`config.mk`:
```
export PLATFORM = sky130hd
export DESIGN_NAME = flash_cmd_host
export DESIGN_NICKNAME = d
export VERILOG_FILES = /design/src/common/flash_host_pkg.sv /design/src/hdl/flash_cmd_host.sv
export SDC_FILE = /design/constraint.sdc
export NUM_CORES = 1
export LEC_CHECK = 0
export BUFFER_PORTS_ARGS = -buffer_cell sky130_fd_sc_hd__buf_2
export CAP_MARGIN = 10
export CORE_MARGIN = 5
export CORE_UTILIZATION = 50
export CTS_CLUSTER_SIZE = 28
export DETAILED_ROUTE_END_ITERATION = 6
export GPL_ROUTABILITY_DRIVEN = 0
export HOLD_SLACK_MARGIN = 0.05
export PLACE_DENSITY = 0.78
export SYNTH_ARGS = -nofsm -noshare
export SYNTH_HDL_FRONTEND = slang
export SYNTH_SLANG_ARGS = --single-unit
```
`constraint.sdc`:
```
create_clock -name core_clk_i -period 4.1 [get_ports core_clk_i]
set_input_delay 0.205 -clock core_clk_i [delete_from_list [all_inputs] [get_ports core_clk_i]]
set_output_delay 0.205 -clock core_clk_i [all_outputs]
set_load 0.03 [all_outputs]
```
`src/common/flash_host_pkg.sv`:
```
// constants, types and pin bundle for the flash command host
package flash_host_pkg;

  // register port
  localparam int REG_AW = 4;    // register address width
  localparam int REG_DW = 32;   // register data width
  localparam logic [3:0] REG_CTRL  = 4'h0;  // pin control
  localparam logic [3:0] REG_OP    = 4'h1;  // operation start
  localparam logic [3:0] REG_ADDR  = 4'h2;  // target word address
  localparam logic [3:0] REG_DATA  = 4'h3;  // program word
  localparam logic [3:0] REG_STAT  = 4'h4;  // status, write one clears
  localparam logic [3:0] REG_RWORD = 4'h5;  // last word read from flash

  // field positions
  localparam int CTRL_RP_BIT  = 0;  // release power-down
  localparam int CTRL_WP_BIT  = 1;  // write-protect pin level
  localparam int ST_BUSY_BIT  = 0;  // sequencer active
  localparam int ST_RDY_BIT   = 1;  // ready/busy pin level
  localparam int ST_WANT_BIT  = 2;  // page word wanted
  localparam int ST_REF_BIT   = 3;  // operation refused (sticky)
  localparam int ST_FERR_BIT  = 4;  // flash error seen (sticky)

  // flash geometry
  localparam int FA_W = 20;                    // word address width
  localparam int FD_W = 16;                    // data bus width
  localparam logic [7:0] PAGE_WORDS = 8'h80;   // words per page
  localparam logic [15:0] ABORT_WORD = 16'h00B0; // locked-block abort

  // timing at 125 MHz
  localparam int CLK_NS  = 8;
  localparam int T_ACC_NS = 90;  // read access time
  localparam int T_WE_NS  = 50;  // write pulse width
  localparam logic [3:0] ACC_CYC = 4'((T_ACC_NS + CLK_NS - 1) / CLK_NS);
  localparam logic [3:0] WE_CYC  = 4'((T_WE_NS + CLK_NS - 1) / CLK_NS);

  // flash command opcodes
  localparam logic [7:0] CMD_READ_ARRAY = 8'hFF;
  localparam logic [7:0] CMD_IDENT      = 8'h90;
  localparam logic [7:0] CMD_STATUS     = 8'h70;
  localparam logic [7:0] CMD_CLR_STATUS = 8'h50;
  localparam logic [7:0] CMD_WORD_PROG  = 8'h40;
  localparam logic [7:0] CMD_PAGE_PROG  = 8'h41;
  localparam logic [7:0] CMD_LOAD_BUF   = 8'h74;
  localparam logic [7:0] CMD_BUF_FLASH  = 8'h0E;
  localparam logic [7:0] CMD_ERASE      = 8'h20;
  localparam logic [7:0] CMD_SUSPEND    = 8'hB0;
  localparam logic [7:0] CMD_CONFIRM    = 8'hD0;
  localparam logic [7:0] CMD_READ_LOCK  = 8'h71;
  localparam logic [7:0] CMD_LOCK       = 8'h77;
  localparam logic [7:0] CMD_ERASE_ALL  = 8'hA7;

  // operations software can start
  typedef enum logic [3:0] {
    OP_READ_ARRAY = 4'b0000,
    OP_IDENT      = 4'b0001,
    OP_STATUS     = 4'b0010,
    OP_CLR_STATUS = 4'b0011,
    OP_WORD_PROG  = 4'b0100,
    OP_PAGE_PROG  = 4'b0101,
    OP_LOAD_BUF   = 4'b0110,
    OP_BUF_FLASH  = 4'b0111,
    OP_ERASE      = 4'b1000,
    OP_SUSPEND    = 4'b1001,
    OP_RESUME     = 4'b1010,
    OP_READ_LOCK  = 4'b1011,
    OP_LOCK       = 4'b1100,
    OP_ERASE_ALL  = 4'b1101,
    OP_READ_WORD  = 4'b1110,
    OP_RECOVER    = 4'b1111
  } op_t;

  // what follows the opcode cycle
  typedef enum logic [2:0] {
    T_NONE    = 3'b000,
    T_READ    = 3'b001,
    T_DATA    = 3'b010,
    T_CONFIRM = 3'b011,
    T_PAGE    = 3'b100,
    T_ARRAY   = 3'b101
  } tail_t;

  // flash pin outputs
  typedef struct packed {
    logic            ce_n;   // chip enable
    logic            oe_n;   // output enable
    logic            we_n;   // write enable
    logic            reset_powerdown_n;
    logic            wp_n;   // write protect
    logic [FA_W-1:0] addr;   // word address
    logic [FD_W-1:0] dq;     // data out
    logic            dq_oe;  // data bus driven
  } flash_pins_t;

endpackage : flash_host_pkg

```
`src/hdl/flash_cmd_host.sv`:
```
// host-side sequencer that drives the flash command interface pins
`timescale 1ns/1ps
`default_nettype none
module flash_cmd_host #(
  parameter logic [2:0] BANK1_CODE = 3'h0  // A19-A17 of first bank
) (
  // clock and reset
  input  wire logic                            core_clk_i,
  input  wire logic                            reset_i,
  // register port
  input  wire logic [flash_host_pkg::REG_AW-1:0] reg_addr_i,
  input  wire logic [flash_host_pkg::REG_DW-1:0] reg_wdata_i,
  input  wire logic                            reg_wr_i,
  input  wire logic                            reg_rd_i,
  output logic      [flash_host_pkg::REG_DW-1:0] reg_rdata_o,
  // flash pins
  output flash_host_pkg::flash_pins_t          flash_o,
  input  wire logic [flash_host_pkg::FD_W-1:0] dq_i,
  input  wire logic                            ready_busy_n_i
);
  import flash_host_pkg::*;

  // sequencer states
  typedef enum logic [2:0] {
    S_IDLE  = 3'b000,
    S_SETUP = 3'b001,
    S_PULSE = 3'b010,
    S_HOLD  = 3'b011,
    S_REL   = 3'b100,
    S_WAIT  = 3'b101
  } state_t;

  // opcode of each operation
  function automatic logic [7:0] op_code(input op_t o);
    case (o)
      OP_IDENT:      op_code = CMD_IDENT;
      OP_STATUS:     op_code = CMD_STATUS;
      OP_CLR_STATUS: op_code = CMD_CLR_STATUS;
      OP_RECOVER:    op_code = CMD_CLR_STATUS;
      OP_WORD_PROG:  op_code = CMD_WORD_PROG;
      OP_PAGE_PROG:  op_code = CMD_PAGE_PROG;
      OP_LOAD_BUF:   op_code = CMD_LOAD_BUF;
      OP_BUF_FLASH:  op_code = CMD_BUF_FLASH;
      OP_ERASE:      op_code = CMD_ERASE;
      OP_SUSPEND:    op_code = CMD_SUSPEND;
      OP_RESUME:     op_code = CMD_CONFIRM;
      OP_READ_LOCK:  op_code = CMD_READ_LOCK;
      OP_LOCK:       op_code = CMD_LOCK;
      OP_ERASE_ALL:  op_code = CMD_ERASE_ALL;
      default:       op_code = CMD_READ_ARRAY;
    endcase
  endfunction : op_code

  // cycles after the opcode
  function automatic tail_t op_tail(input op_t o);
    case (o)
      OP_IDENT, OP_STATUS, OP_READ_LOCK: op_tail = T_READ;
      OP_WORD_PROG, OP_LOAD_BUF:         op_tail = T_DATA;
      OP_BUF_FLASH, OP_ERASE, OP_LOCK,
      OP_ERASE_ALL:                      op_tail = T_CONFIRM;
      OP_PAGE_PROG:                      op_tail = T_PAGE;
      OP_RECOVER:                        op_tail = T_ARRAY;
      default:                           op_tail = T_NONE;
    endcase
  endfunction : op_tail

  // state registers
  state_t          st_q, st_d;        // sequencer state
  op_t             op_q, op_d;        // active operation
  logic            step_q, step_d;    // 0 opcode, 1 later cycles
  logic            rd_q, rd_d;        // current cycle is a read
  logic [3:0]      cyc_q, cyc_d;      // pulse countdown
  logic [7:0]      cnt_q, cnt_d;      // page words sent
  logic [FA_W-1:0] addr_q, addr_d;    // target address
  logic [FD_W-1:0] data_q, data_d;    // program word
  logic            dok_q, dok_d;      // program word fresh
  logic [FD_W-1:0] rword_q, rword_d;  // last word read
  logic            rp_req_q, rp_req_d;  // requested power-down pin
  logic            wp_req_q, wp_req_d;  // requested protect pin
  logic            ref_q, ref_d;      // refused flag
  logic            ferr_q, ferr_d;    // flash error flag
  flash_pins_t     pins_q, pins_d;    // pin drivers
  logic [REG_DW-1:0] rdata_q, rdata_d;  // register read data

  // launch request for one bus cycle
  logic            go;
  logic            go_rd;
  logic [FA_W-1:0] go_addr;
  logic [FD_W-1:0] go_dq;
  tail_t           tail;
  logic            start;
  logic            bank1_only;

  assign tail  = op_tail(op_q);
  assign start = reg_wr_i && (reg_addr_i == REG_OP);
  // check uses the bank field of the target
  assign bank1_only = (op_t'(reg_wdata_i[3:0]) == OP_WORD_PROG)
                   || (op_t'(reg_wdata_i[3:0]) == OP_LOAD_BUF)
                   || (op_t'(reg_wdata_i[3:0]) == OP_BUF_FLASH);

  // next values of all state
  always_comb
  begin
    st_d     = st_q;
    op_d     = op_q;
    step_d   = step_q;
    rd_d     = rd_q;
    cyc_d    = cyc_q;
    cnt_d    = cnt_q;
    addr_d   = addr_q;
    data_d   = data_q;
    dok_d    = dok_q;
    rword_d  = rword_q;
    rp_req_d = rp_req_q;
    wp_req_d = wp_req_q;
    ref_d    = ref_q;
    ferr_d   = ferr_q;
    pins_d   = pins_q;
    rdata_d  = '0;
    go       = 1'b0;
    go_rd    = 1'b0;
    go_addr  = addr_q;
    go_dq    = '0;
    // power-down pin follows software at once
    pins_d.reset_powerdown_n = rp_req_q;
    // protect pin only moves while flash is idle
    if (st_q == S_IDLE && ready_busy_n_i)
    begin
      pins_d.wp_n = wp_req_q;
    end
    case (st_q)
      S_IDLE:
      begin
        if (start)
        begin
          // deep power-down or wrong bank refuses
          if (!rp_req_q)
          begin
            ref_d = 1'b1;
          end
          else if (bank1_only && addr_q[19:17] != BANK1_CODE)
          begin
            ref_d = 1'b1;
          end
          else
          begin
            op_d  = op_t'(reg_wdata_i[3:0]);
            cnt_d = '0;
            // page program never reuses a word left from an earlier op
            dok_d = 1'b0;
            go    = 1'b1;
            if (op_t'(reg_wdata_i[3:0]) == OP_READ_WORD)
            begin
              step_d = 1'b1;
              go_rd  = 1'b1;
            end
            else
            begin
              step_d = 1'b0;
              // command word, upper byte zero
              go_dq = {8'h00, op_code(op_t'(reg_wdata_i[3:0]))};
            end
          end
        end
      end
      S_SETUP:
      begin
        // strobe the cycle
        pins_d.we_n = rd_q;
        pins_d.oe_n = !rd_q;
        cyc_d = rd_q ? ACC_CYC - 4'h1 : WE_CYC - 4'h1;
        st_d  = S_PULSE;
      end
      S_PULSE:
      begin
        if (cyc_q == 4'h0)
        begin
          pins_d.we_n = 1'b1;
          pins_d.oe_n = 1'b1;
          st_d = S_HOLD;
          if (rd_q)
          begin
            rword_d = dq_i;
            // error or abort seen in a status read
            if (op_q == OP_STATUS && dq_i[5:3] != 3'h0)
            begin
              ferr_d = 1'b1;
            end
          end
        end
        else
        begin
          cyc_d = cyc_q - 4'h1;
        end
      end
      S_HOLD:
      begin
        // end of cycle, bus released
        pins_d.ce_n  = 1'b1;
        pins_d.dq_oe = 1'b0;
        st_d = S_REL;
      end
      S_REL:
      begin
        if (!step_q && tail != T_NONE)
        begin
          step_d = 1'b1;
          go     = (tail != T_PAGE);
          st_d   = (tail == T_PAGE) ? S_WAIT : S_IDLE;
          case (tail)
            T_READ:    go_rd = 1'b1;
            T_DATA:    go_dq = data_q;
            T_CONFIRM: go_dq = {8'h00, CMD_CONFIRM};
            T_ARRAY:   go_dq = {8'h00, CMD_READ_ARRAY};
            default:   go_dq = '0;
          endcase
        end
        else if (tail == T_PAGE && cnt_q != PAGE_WORDS)
        begin
          st_d = S_WAIT;
        end
        else
        begin
          st_d = S_IDLE;
        end
      end
      S_WAIT:
      begin
        // next page word once software supplies it
        if (dok_q)
        begin
          go      = 1'b1;
          dok_d   = 1'b0;
          go_addr = {addr_q[19:7], cnt_q[6:0]};
          go_dq   = data_q;
          cnt_d   = cnt_q + 8'h01;
        end
      end
      default:
      begin
        st_d = S_IDLE;
      end
    endcase
    // drive address and data for a new cycle
    if (go)
    begin
      st_d         = S_SETUP;
      rd_d         = go_rd;
      pins_d.ce_n  = 1'b0;
      pins_d.addr  = go_addr;
      pins_d.dq    = go_dq;
      pins_d.dq_oe = !go_rd;
    end
    // register writes; sets after clears
    if (reg_wr_i)
    begin
      if (reg_addr_i == REG_CTRL)
      begin
        rp_req_d = reg_wdata_i[CTRL_RP_BIT];
        wp_req_d = reg_wdata_i[CTRL_WP_BIT];
      end
      else if (reg_addr_i == REG_ADDR)
      begin
        addr_d = reg_wdata_i[FA_W-1:0];
      end
      else if (reg_addr_i == REG_DATA)
      begin
        data_d = reg_wdata_i[FD_W-1:0];
        dok_d  = 1'b1;
      end
      else if (reg_addr_i == REG_STAT)
      begin
        ref_d  = ref_q & !reg_wdata_i[ST_REF_BIT];
        ferr_d = ferr_q & !reg_wdata_i[ST_FERR_BIT];
      end
      else if (start && st_q != S_IDLE)
      begin
        ref_d = 1'b1;  // busy start refused
      end
    end
    // a flag raised this cycle survives its clear
    if (ref_q == 1'b0 && ref_d == 1'b0 && start)
    begin
      ref_d = (st_q != S_IDLE) || (st_q == S_IDLE && !rp_req_q)
           || (st_q == S_IDLE && bank1_only
               && addr_q[19:17] != BANK1_CODE);
    end
    if (st_q == S_PULSE && cyc_q == 4'h0 && rd_q
        && op_q == OP_STATUS && dq_i[5:3] != 3'h0)
    begin
      ferr_d = 1'b1;
    end
    // register reads, data next cycle only
    if (reg_rd_i)
    begin
      if (reg_addr_i == REG_CTRL)
      begin
        rdata_d[CTRL_RP_BIT] = rp_req_q;
        rdata_d[CTRL_WP_BIT] = wp_req_q;
      end
      else if (reg_addr_i == REG_ADDR)
      begin
        rdata_d[FA_W-1:0] = addr_q;
      end
      else if (reg_addr_i == REG_DATA)
      begin
        rdata_d[FD_W-1:0] = data_q;
      end
      else if (reg_addr_i == REG_STAT)
      begin
        rdata_d[ST_BUSY_BIT] = (st_q != S_IDLE);
        rdata_d[ST_RDY_BIT]  = ready_busy_n_i;
        rdata_d[ST_WANT_BIT] = (st_q == S_WAIT) && !dok_q;
        rdata_d[ST_REF_BIT]  = ref_q;
        rdata_d[ST_FERR_BIT] = ferr_q;
      end
      else if (reg_addr_i == REG_RWORD)
      begin
        rdata_d[FD_W-1:0] = rword_q;
      end
    end
  end

  // register all state
  always_ff @(posedge core_clk_i)
  begin
    if (reset_i)
    begin
      st_q     <= S_IDLE;
      op_q     <= OP_READ_ARRAY;
      step_q   <= 1'b0;
      rd_q     <= 1'b0;
      cyc_q    <= 4'h0;
      cnt_q    <= 8'h00;
      addr_q   <= '0;
      data_q   <= '0;
      dok_q    <= 1'b0;
      rword_q  <= '0;
      rp_req_q <= 1'b0;
      wp_req_q <= 1'b0;
      ref_q    <= 1'b0;
      ferr_q   <= 1'b0;
      pins_q   <= '{ce_n: 1'b1, oe_n: 1'b1, we_n: 1'b1,
                    reset_powerdown_n: 1'b0, wp_n: 1'b0,
                    addr: '0, dq: '0, dq_oe: 1'b0};
      rdata_q  <= '0;
    end
    else
    begin
      st_q     <= st_d;
      op_q     <= op_d;
      step_q   <= step_d;
      rd_q     <= rd_d;
      cyc_q    <= cyc_d;
      cnt_q    <= cnt_d;
      addr_q   <= addr_d;
      data_q   <= data_d;
      dok_q    <= dok_d;
      rword_q  <= rword_d;
      rp_req_q <= rp_req_d;
      wp_req_q <= wp_req_d;
      ref_q    <= ref_d;
      ferr_q   <= ferr_d;
      pins_q   <= pins_d;
      rdata_q  <= rdata_d;
    end
  end

  assign flash_o     = pins_q;
  assign reg_rdata_o = rdata_q;

  // strobes only inside chip enable
  a_strobe_in_ce: assert property (@(posedge core_clk_i)
    disable iff (reset_i)
    (!pins_q.we_n || !pins_q.oe_n) |-> !pins_q.ce_n)
    else $error("strobe outside chip enable");

  // never read and write together
  a_oe_we_excl: assert property (@(posedge core_clk_i)
    disable iff (reset_i)
    !(!pins_q.we_n && !pins_q.oe_n) && !(!pins_q.oe_n && pins_q.dq_oe))
    else $error("read and write strobes overlap");

  // write pulse lasts seven cycles
  a_we_width: assert property (@(posedge core_clk_i)
    disable iff (reset_i)
    $fell(pins_q.we_n) |-> !pins_q.we_n [*7] ##1 pins_q.we_n)
    else $error("write pulse width wrong");

  // first-bank commands aimed at first bank
  a_bank1_cmd: assert property (@(posedge core_clk_i)
    disable iff (reset_i)
    ($fell(pins_q.we_n) && (op_q == OP_WORD_PROG
      || op_q == OP_LOAD_BUF || op_q == OP_BUF_FLASH))
    |-> pins_q.addr[19:17] == BANK1_CODE)
    else $error("first-bank command off bank");

  // page words ascend with held upper bits
  a_page_order: assert property (@(posedge core_clk_i)
    disable iff (reset_i)
    ($fell(pins_q.we_n) && op_q == OP_PAGE_PROG && step_q)
    |-> pins_q.addr[6:0] == 7'($past(cnt_q, 2))
        && pins_q.addr[19:7] == addr_q[19:7])
    else $error("page word address out of order");

  // second cycle of confirm commands carries D0H
  a_confirm_d0: assert property (@(posedge core_clk_i)
    disable iff (reset_i)
    ($fell(pins_q.we_n) && step_q && tail == T_CONFIRM)
    |-> pins_q.dq == {8'h00, CMD_CONFIRM})
    else $error("confirm cycle data wrong");

  // recovery ends with array read command
  a_recover_ff: assert property (@(posedge core_clk_i)
    disable iff (reset_i)
    ($fell(pins_q.we_n) && step_q && op_q == OP_RECOVER)
    |-> pins_q.dq == {8'h00, CMD_READ_ARRAY})
    else $error("recovery second cycle not FFH");

  // protect pin frozen while flash busy
  a_wp_steady: assert property (@(posedge core_clk_i)
    disable iff (reset_i)
    (!ready_busy_n_i || st_q != S_IDLE) |=> $stable(pins_q.wp_n))
    else $error("protect pin moved while busy");

  // status read stays in the commanded bank
  a_status_bank: assert property (@(posedge core_clk_i)
    disable iff (reset_i)
    ($fell(pins_q.oe_n) && op_q == OP_STATUS)
    |-> step_q && pins_q.addr == addr_q)
    else $error("status read at wrong address");

  // start in power-down refused next cycle
  a_pd_refuse: assert property (@(posedge core_clk_i)
    disable iff (reset_i)
    (start && st_q == S_IDLE && !rp_req_q) |=> ref_q && st_q == S_IDLE)
    else $error("start in power-down not refused");

endmodule : flash_cmd_host
`default_nettype wire

```
==> results of run 1 <==
-- critical path, delay by kind of cell, from the launching register on --
family,cells,cell delay (ns)
and+or+nand+nor,4,1.82
AOI/OAI and AO/OA,2,0.41
DFF,1,0.47
-- Yosys cell counts, types with 4 or more instances --
| cell | number |
|---|---|
| a211oi_1 | 6 |
| a21oi_1 | 97 |
| a22o_1 | 8 |
| a311oi_1 | 8 |
| a31oi_1 | 5 |
| and2_1 | 6 |
| buf_2 | 11 |
| buf_4 | 16 |
| clkbuf_1 | 30 |
| dfxtp_1 | 143 |
| ha_1 | 15 |
| inv_1 | 15 |
| mux2_2 | 5 |
| mux2i_1 | 16 |
| nand2_1 | 187 |
| nand2b_1 | 9 |
| nand3_1 | 13 |
| nor2_1 | 67 |
| nor2b_1 | 7 |
| nor3_1 | 17 |
| nor4_1 | 4 |
| o21ai_0 | 11 |
| xor2_1 | 5 |
-- worst max-delay path by stage --
stage	start	endpoint	slack, ns	cells past startpoint
floorplan	reg_wdata_i[0]	tail[0]	1.66	13
global placement	reg_wdata_i[0]	tail[0]	1.12	13
detailed placement	reg_wdata_i[0]	tail[0]	1.02	13
CTS	st_q[1]	ferr_q	1.35	6
global route	st_q[1]	ferr_q	1.00	6
finish	st_q[1]	ferr_q	1.32	6
-- timing repair --
| item | CTS | global route |
|---|---|---|
| resized for setup | 0 | 0 |
| hold endpoints to repair | 39 | 0 |
| hold buffers | 30 | 0 |
-- power by group through the flow --
stage	Combinational [mW]	Sequential [mW]	Clock, mW
2_1_floorplan	0.0932	1.43	0
3_3_place_gp	0.131	1.43	0
3_5_place_dp	0.131	1.43	0
4_1_cts	0.154	1.40	1.54
5_1_grt	0.171	1.40	1.61
6_report	0.158	1.40	1.53
-- cells by family after synthesis --
kind of cell	after synthesis
mux	22
xor+xnor	7
fa+ha+maj	15
other cells	1
flops	143
simple gates	332
buf+inv	73
compound gates	174
-- routing by layer --
metal  global-route usage, %  share of wire, %
met1                    31.1                44
met2                    34.6                46
met3                    4.87               7.8
met4                    8.40               2.3
met5                       0                 0
-- state kept, by name, summed over array words and instances (netlist names), 3 cells and up --
signal and flops:
addr_q 20, cnt_q 8, cyc_q 4, data_q 16, flash_o 42, op_q 4, reg_rdata_o 20, rword_q 16
st_q 3, tail 3
-- per-stage QoR --
step | utilization, % | hold slack (ns) | cells
finish | 63.2 | 0.0607 | 1062
global route | 63.2 | 0.0884 | 1062
CTS | 63.2 | 0.0546 | 1062
detailed placement | 55.9 | 0.443 | 1000
global placement | 55.9 | 0.436 | 1000
floorplan | - | 0.290 | 778
-- area by class of cell --
class	count	area, um^2	share of cell area, %
clock inverters	11	134	1.75
repair buffers	142	878	11.5
multi-input cells	562	3060	40.0
inverters	15	56.3	0.736
clock buffers	21	450	5.88
flip-flops and latches	143	2860	37.4
well taps	168	210	2.75
==> results.md, run 1 <==
- Outcome: finished clean
- Clock share of power: 49.6%
- DRC Markers: 0
- ANT cells: 0
- Dominant register cell in the synthesized netlist: dfxtp_1
- Post-Synthesis Cells: 767
- Num Clock Sinks: between 100 and 150
- Global Route Usage Sum: 22.5%
- CTS clock-pin slew for the worst setup and hold paths: about 0.06 ns
- Number of core rows: 40
- Hold path depth: 3
- Startpoint type of the worst setup path: flop
- Part of the total power dissipated in sequential elements: about 45%
- Worst setup slack after placement: 1.02 ns
- Reg-to-reg startpoint: st_q[1]
- Final Power: 3.09 mW
- Total cell area at the placement stage: just under 7000 um^2
- DRT Wirelength: 16.7 mm
- Slew Viols, Final: 0
- Min-Delay Startpoint: reg_wdata_i[4]
- PnR worst setup slack: about 1.3 ns
- Layout cells sized above 1: 17.6%
- Most frequent cells in the layout: nand2_1 (187), dfxtp_1 (143), buf_2 (105)
- Mux contribution to synthesized area: approximately 3.7%
- Synth Area in Compound Gates: 17.5%
- Final design area excluding fillers: 7650 um^2
- Cell at the slowest stage of the critical path: and2_1
- Final period util: 67.9%
- Setup Skew: 0.0113 ns
- Average detailed-routed wire length per instance: 15.8 um
- CTS tree: built
- 1st-iter DRT viols: 494
- Area added between synthesis and finish: 22.9%
- Nets: 953
- Class of the tightest hold or removal check: input port to flop
- Critical path peak fanout: 17
- Total clock buffers created by CTS: 17
- Antenna violations before repair: 0
- 1st-pass router iterations: 6
- Number of levels in the clock H-tree: 4
- Routed vias: 5748
- Number of cells traversed by the worst register-to-register path: 6
- Wire length of the first global-routing pass: 26.6 mm
- # IOs: 131
- Half-perimeter wire length after detailed placement: about 11 mm
- Total of fill cells in the finished design: 1067
- Clock period minus final worst setup slack: around 2.8 ns
- CP cell instances: nor3b_1 > nand3b_1 > nor2_1 > and2_1 > o311ai_0 > a21oi_1
- Crit path kind: flop to flop
- Crit. End Element: flop
- Synth Register Bits: ~140
- Maximum number of pins on one net before global-route repair: 75
- Final number of hold-violating endpoints: 0
- Area inside the core boundary: 12100 um^2
- Leak pwr: about 3 nW
- Hold Crit Endpoint: data_q[4]
- Clock tree buffer depth: 2
- Die area: 14800 um^2
- Area of the mapped netlist: a little over 6000 um^2
- Die width: 122 um
- Switching pwr: 0.720 mW
- Overall die height: 122 um
- Antenna violation net count after detailed routing: 0
- Internal reg-to-reg setup slack: around 1.3 ns
- Post-CTS setup repair buffer count: 0
- Combinational power share: between 5 and 6%
- Max rail drop VDD: around 340 uV
- Post-synthesis area per instance: 8.12 um^2
- Sw Share: 23.3%
- Number of flops mapped to enable cells by yosys: 0
- Maximum clock frequency: 359 MHz
- Synth area leader: dfxtp_1
- Worst slew margin relative to its limit: 22.5%
- GRT overflow: 0
- Sequential-to-total area share from yosys stat: 46.0%
- Endpoint of the most critical register-to-register path: ferr_q
- Area share of the leading cell type in the synthesized netlist: 46.0%
- Count of buffers inserted at the top-level ports: about 110
- Count of yosys warnings during synthesis: 0
- Fraction of the mapped netlist area in adder cells: 3.01%
- Clock Latency Late Sink: 0.43 ns
- Leading cell type in the layout, fill and taps excluded: nand2_1
- Internal power of the cells: 2.37 mW
- Post-synthesis cell type count: 63
- Critical Path AT: about 3.1 ns
- Via-to-Cell Ratio: 5.41
- Required time of the worst setup path: between 4 and 5 ns
- Fraction of the mapped netlist area in simple logic gates: 23.2%
- Initial Util: 51.4%
- Buffer type at the clock tree root: clkbuf_16
- RSZ-0062 raised after global routing: no
- Main combinational cell family by area after synthesis: simple AND/OR/NAND/NOR gates
- Final Setup Violations: 0
- Max-cap violations: 0
- Area share of xor/xnor cells in the synthesized design: 0.985%
- Area contributors post-synth: dfxtp_1 (46%), nand2_1 (11%), a21oi_1 (7.8%)
- Transition at the pin with the smallest max-transition slack: around 1.1 ns
- Number of global-route vias before repair: 5225
- Delay of the slowest cell on the worst path: 0.61 ns
- Proportion of synthesized flip-flops having asynchronous set or reset: 0%
- PD cells: a little over 400 nW/um^2
- Fin Setup TNS: 0 ns
Power figures use the tool's default switching activity.
==> run 2, diff against run 1 <==
clock period = 2.7 ns   (was 4.1 ns; I/O delays follow)
==> run 2 against run 1 <==
  * Clock-buffer cell count down 1
  * Total power up 58%
  * Clock skew about the same
  * Setup slack worse by 1.1 ns
  * Combinational power up 67%
  * Critical path type is now input port to flop
  * Cell count up 2.8%
  * Final area up 4.2%
  * Largest cell class unchanged
  * First-iteration DRC count up 13%
  * Critical endpoint is now tail[0]
  * Die area unchanged
==> results.md, run 2 (same netlist as run 1, synthesis figures left out) <==
- PD cells: 612 nW/um^2 (+51%)
- Reg-to-reg startpoint: st_q[1]
- Endpoint of the most critical register-to-register path: rword_q[15]
- Wire length of the first global-routing pass: 27.8 mm (+4.8%)
- Worst setup slack after placement: 0.207 ns (-0.809 ns)
- Hold path depth: 3 (unchanged)
- Setup Skew: 0.0117 ns (+0.000374 ns)
- Class of the tightest hold or removal check: input port to flop
- Worst slew margin relative to its limit: 45.6% (+23 points)
- Max rail drop VDD: 343 uV (+0.47%)
- Nets: 983 (+3.1%)
- Most frequent cells in the layout: nand2_1 (187), dfxtp_1 (143), buf_2 (105)
- Number of levels in the clock H-tree: 4 (unchanged)
- Crit path kind: input port to flop
- Die width: 122 um (unchanged)
- Total of fill cells in the finished design: 959 (-10%)
- DRC Markers: 0 (unchanged)
- Final period util: 92.9%
- Required time of the worst setup path: 3.05 ns (-1.40 ns)
- Worst hold-check slack: 0.0770 ns (+0.0164 ns)
- Crit. End Element: flop
- Via-to-Cell Ratio: 5.44 (+0.50%)
- Final number of hold-violating endpoints: 0 (unchanged)
- 1st-pass router iterations: 5 (-1)
- Final Setup Violations: 0 (unchanged)
- Clock tree buffer depth: 2 (unchanged)
- PnR worst setup slack: 0.192 ns (-1.13 ns)
- Number of global-route vias before repair: 5577 (+6.7%)
- Layout cells sized above 1: 20.5% (+2.9 points)
- Post-CTS setup repair buffer count: 0 (unchanged)
- Leak pwr: 3.15 nW (+6.4%)
- ANT cells: 0 (unchanged)
- Clock period minus final worst setup slack: approximately 2.5 ns
- CP cell instances: dlygate4sd3_1 > buf_2 > inv_1 > ha_1 > nor3_4 > nor3_1 > nor3_2 > buf_4 > nand2_1 > a21oi_1 > ha_1 > inv_1 > mux2_4 > mux2i_1
- Count of buffers inserted at the top-level ports: 106 (unchanged)
- Number of cells traversed by the worst register-to-register path: 7 (+1)
- Antenna violations before repair: 0 (unchanged)
- Antenna violation net count after detailed routing: 0 (unchanged)
- Global Route Usage Sum: 23.6% (+1.1 points)
- # IOs: 131 (unchanged)
- Leading cell type in the layout, fill and taps excluded: nand2_1
- Area added between synthesis and finish: 28.1%
- Half-perimeter wire length after detailed placement: 11.8 mm (+6.1%)
- Slew Viols, Final: 0 (unchanged)
- Delay of the slowest cell on the worst path: 0.52 ns (-0.09 ns)
- Hold Crit Endpoint: data_q[1]
- Maximum number of pins on one net before global-route repair: 53 (-29%)
- Critical Path AT: 2.85 ns (-0.28 ns)
- Number of core rows: 40 (unchanged)
- End-of-flow core utilization: 65.8% (+2.6 points)
- Cell at the slowest stage of the critical path: dlygate4sd3_1
- Routed vias: 5940 (+3.3%)
- Max-cap violations: 0 (unchanged)
- Min-Delay Startpoint: reg_wdata_i[1]
- Total cell area at the placement stage: 6960 um^2 (+2.8%)
- Startpoint type of the worst setup path: input port
- Critical path peak fanout: 6 (-11)
- Buffer type at the clock tree root: clkbuf_16
- Flip-flop count of the largest register after layout: 42 (unchanged)
- CTS tree: built
- Buffers and inverters on the worst path: 5 (+5)
- 1st-iter DRT viols: 557 (+13%)
- Fin Setup TNS: 0 ns (unchanged)
- Transition at the pin with the smallest max-transition slack: 0.809 ns (-0.336 ns)
- Largest delay contributor family on the critical path: buffers and inverters
- Clock Latency Late Sink: 0.42 ns (about the same)
- CTS clock-pin slew for the worst setup and hold paths: 0.06 ns (about the same)
- Overall die height: 122 um (unchanged)
- DRT Wirelength: 17.4 mm (+4.1%)
- GRT overflow: 0 (unchanged)
- Maximum clock frequency: approximately 400 MHz
- Num Clock Sinks: 143 (unchanged)
- Area inside the core boundary: 12100 um^2 (unchanged)
- Total clock buffers created by CTS: 17 (unchanged)
- Die area: 14800 um^2 (unchanged)
- Internal reg-to-reg setup slack: 0.30 ns (-1.02 ns)
- Initial Util: 51.4% (unchanged)
- Average detailed-routed wire length per instance: 16.0 um (+1.3%)
- Final design area excluding fillers: 7980 um^2 (+4.2%)
- Outcome: finished clean
## run 2: per-layer routing
layer	wire [um]	GRT usage, %
met5	0	0
met4	317	7.91
met3	1280	4.64
met2	8100	37.4
met1	7740	32.4
## run 2: worst max path at each step
| stage | from | end | slack [ns] | cells after the start |
|---|---|---|---|---|
| floorplan | reg_wdata_i[0] | tail[0] | 0.33 | 13 |
| global placement | reg_wdata_i[1] | tail[0] | 0.28 | 13 |
| detailed placement | reg_wdata_i[1] | tail[0] | 0.21 | 13 |
| CTS | reg_wdata_i[0] | tail[0] | 0.11 | 14 |
| global route | reg_wdata_i[0] | tail[0] | -0.03 | 14 |
| finish | reg_wdata_i[0] | tail[0] | 0.19 | 14 |
## run 2: report_power, final
| group | switching [mW] | internal [mW] |
|---|---|---|
| registers | 0.00807 | 2.12 |
| clock network | 0.937 | 1.55 |
| logic | 0.161 | 0.104 |
## run 2: tightest hold or removal path, cell delays in order
cell and delay [ns]:
buf_2 0.18, nand2_1 0.08, a21oi_1 0.05
## run 2: area by class of cell
cell class                 instances  area (um^2)  share of cell area (%)
timing repair buffer             172         1120                    14.0
multi-input combinational        562         3090                    38.8
clock buffer                      20          467                    5.85
sequential                       143         2860                    35.9
inverter                          15         56.3                   0.706
tap                              168          210                    2.64
clock inverter                    12          169                    2.12
## run 2: timing repair
action | in CTS | in global routing
hold buffers | 35 | 0
setup endpoints to repair | 0 | 3
resized for setup | 0 | 6
hold endpoints to repair | 48 | 0
## run 2: per-stage QoR
| stage | power [mW] | cells |
|---|---|---|
| 6_report | 4.88 | 1092 |
| 5_1_grt | 5.02 | 1092 |
| 4_1_cts | 4.88 | 1092 |
| 3_5_place_dp | 2.39 | 1025 |
| 3_3_place_gp | 2.38 | 1025 |
| 2_1_floorplan | 2.31 | 778 |
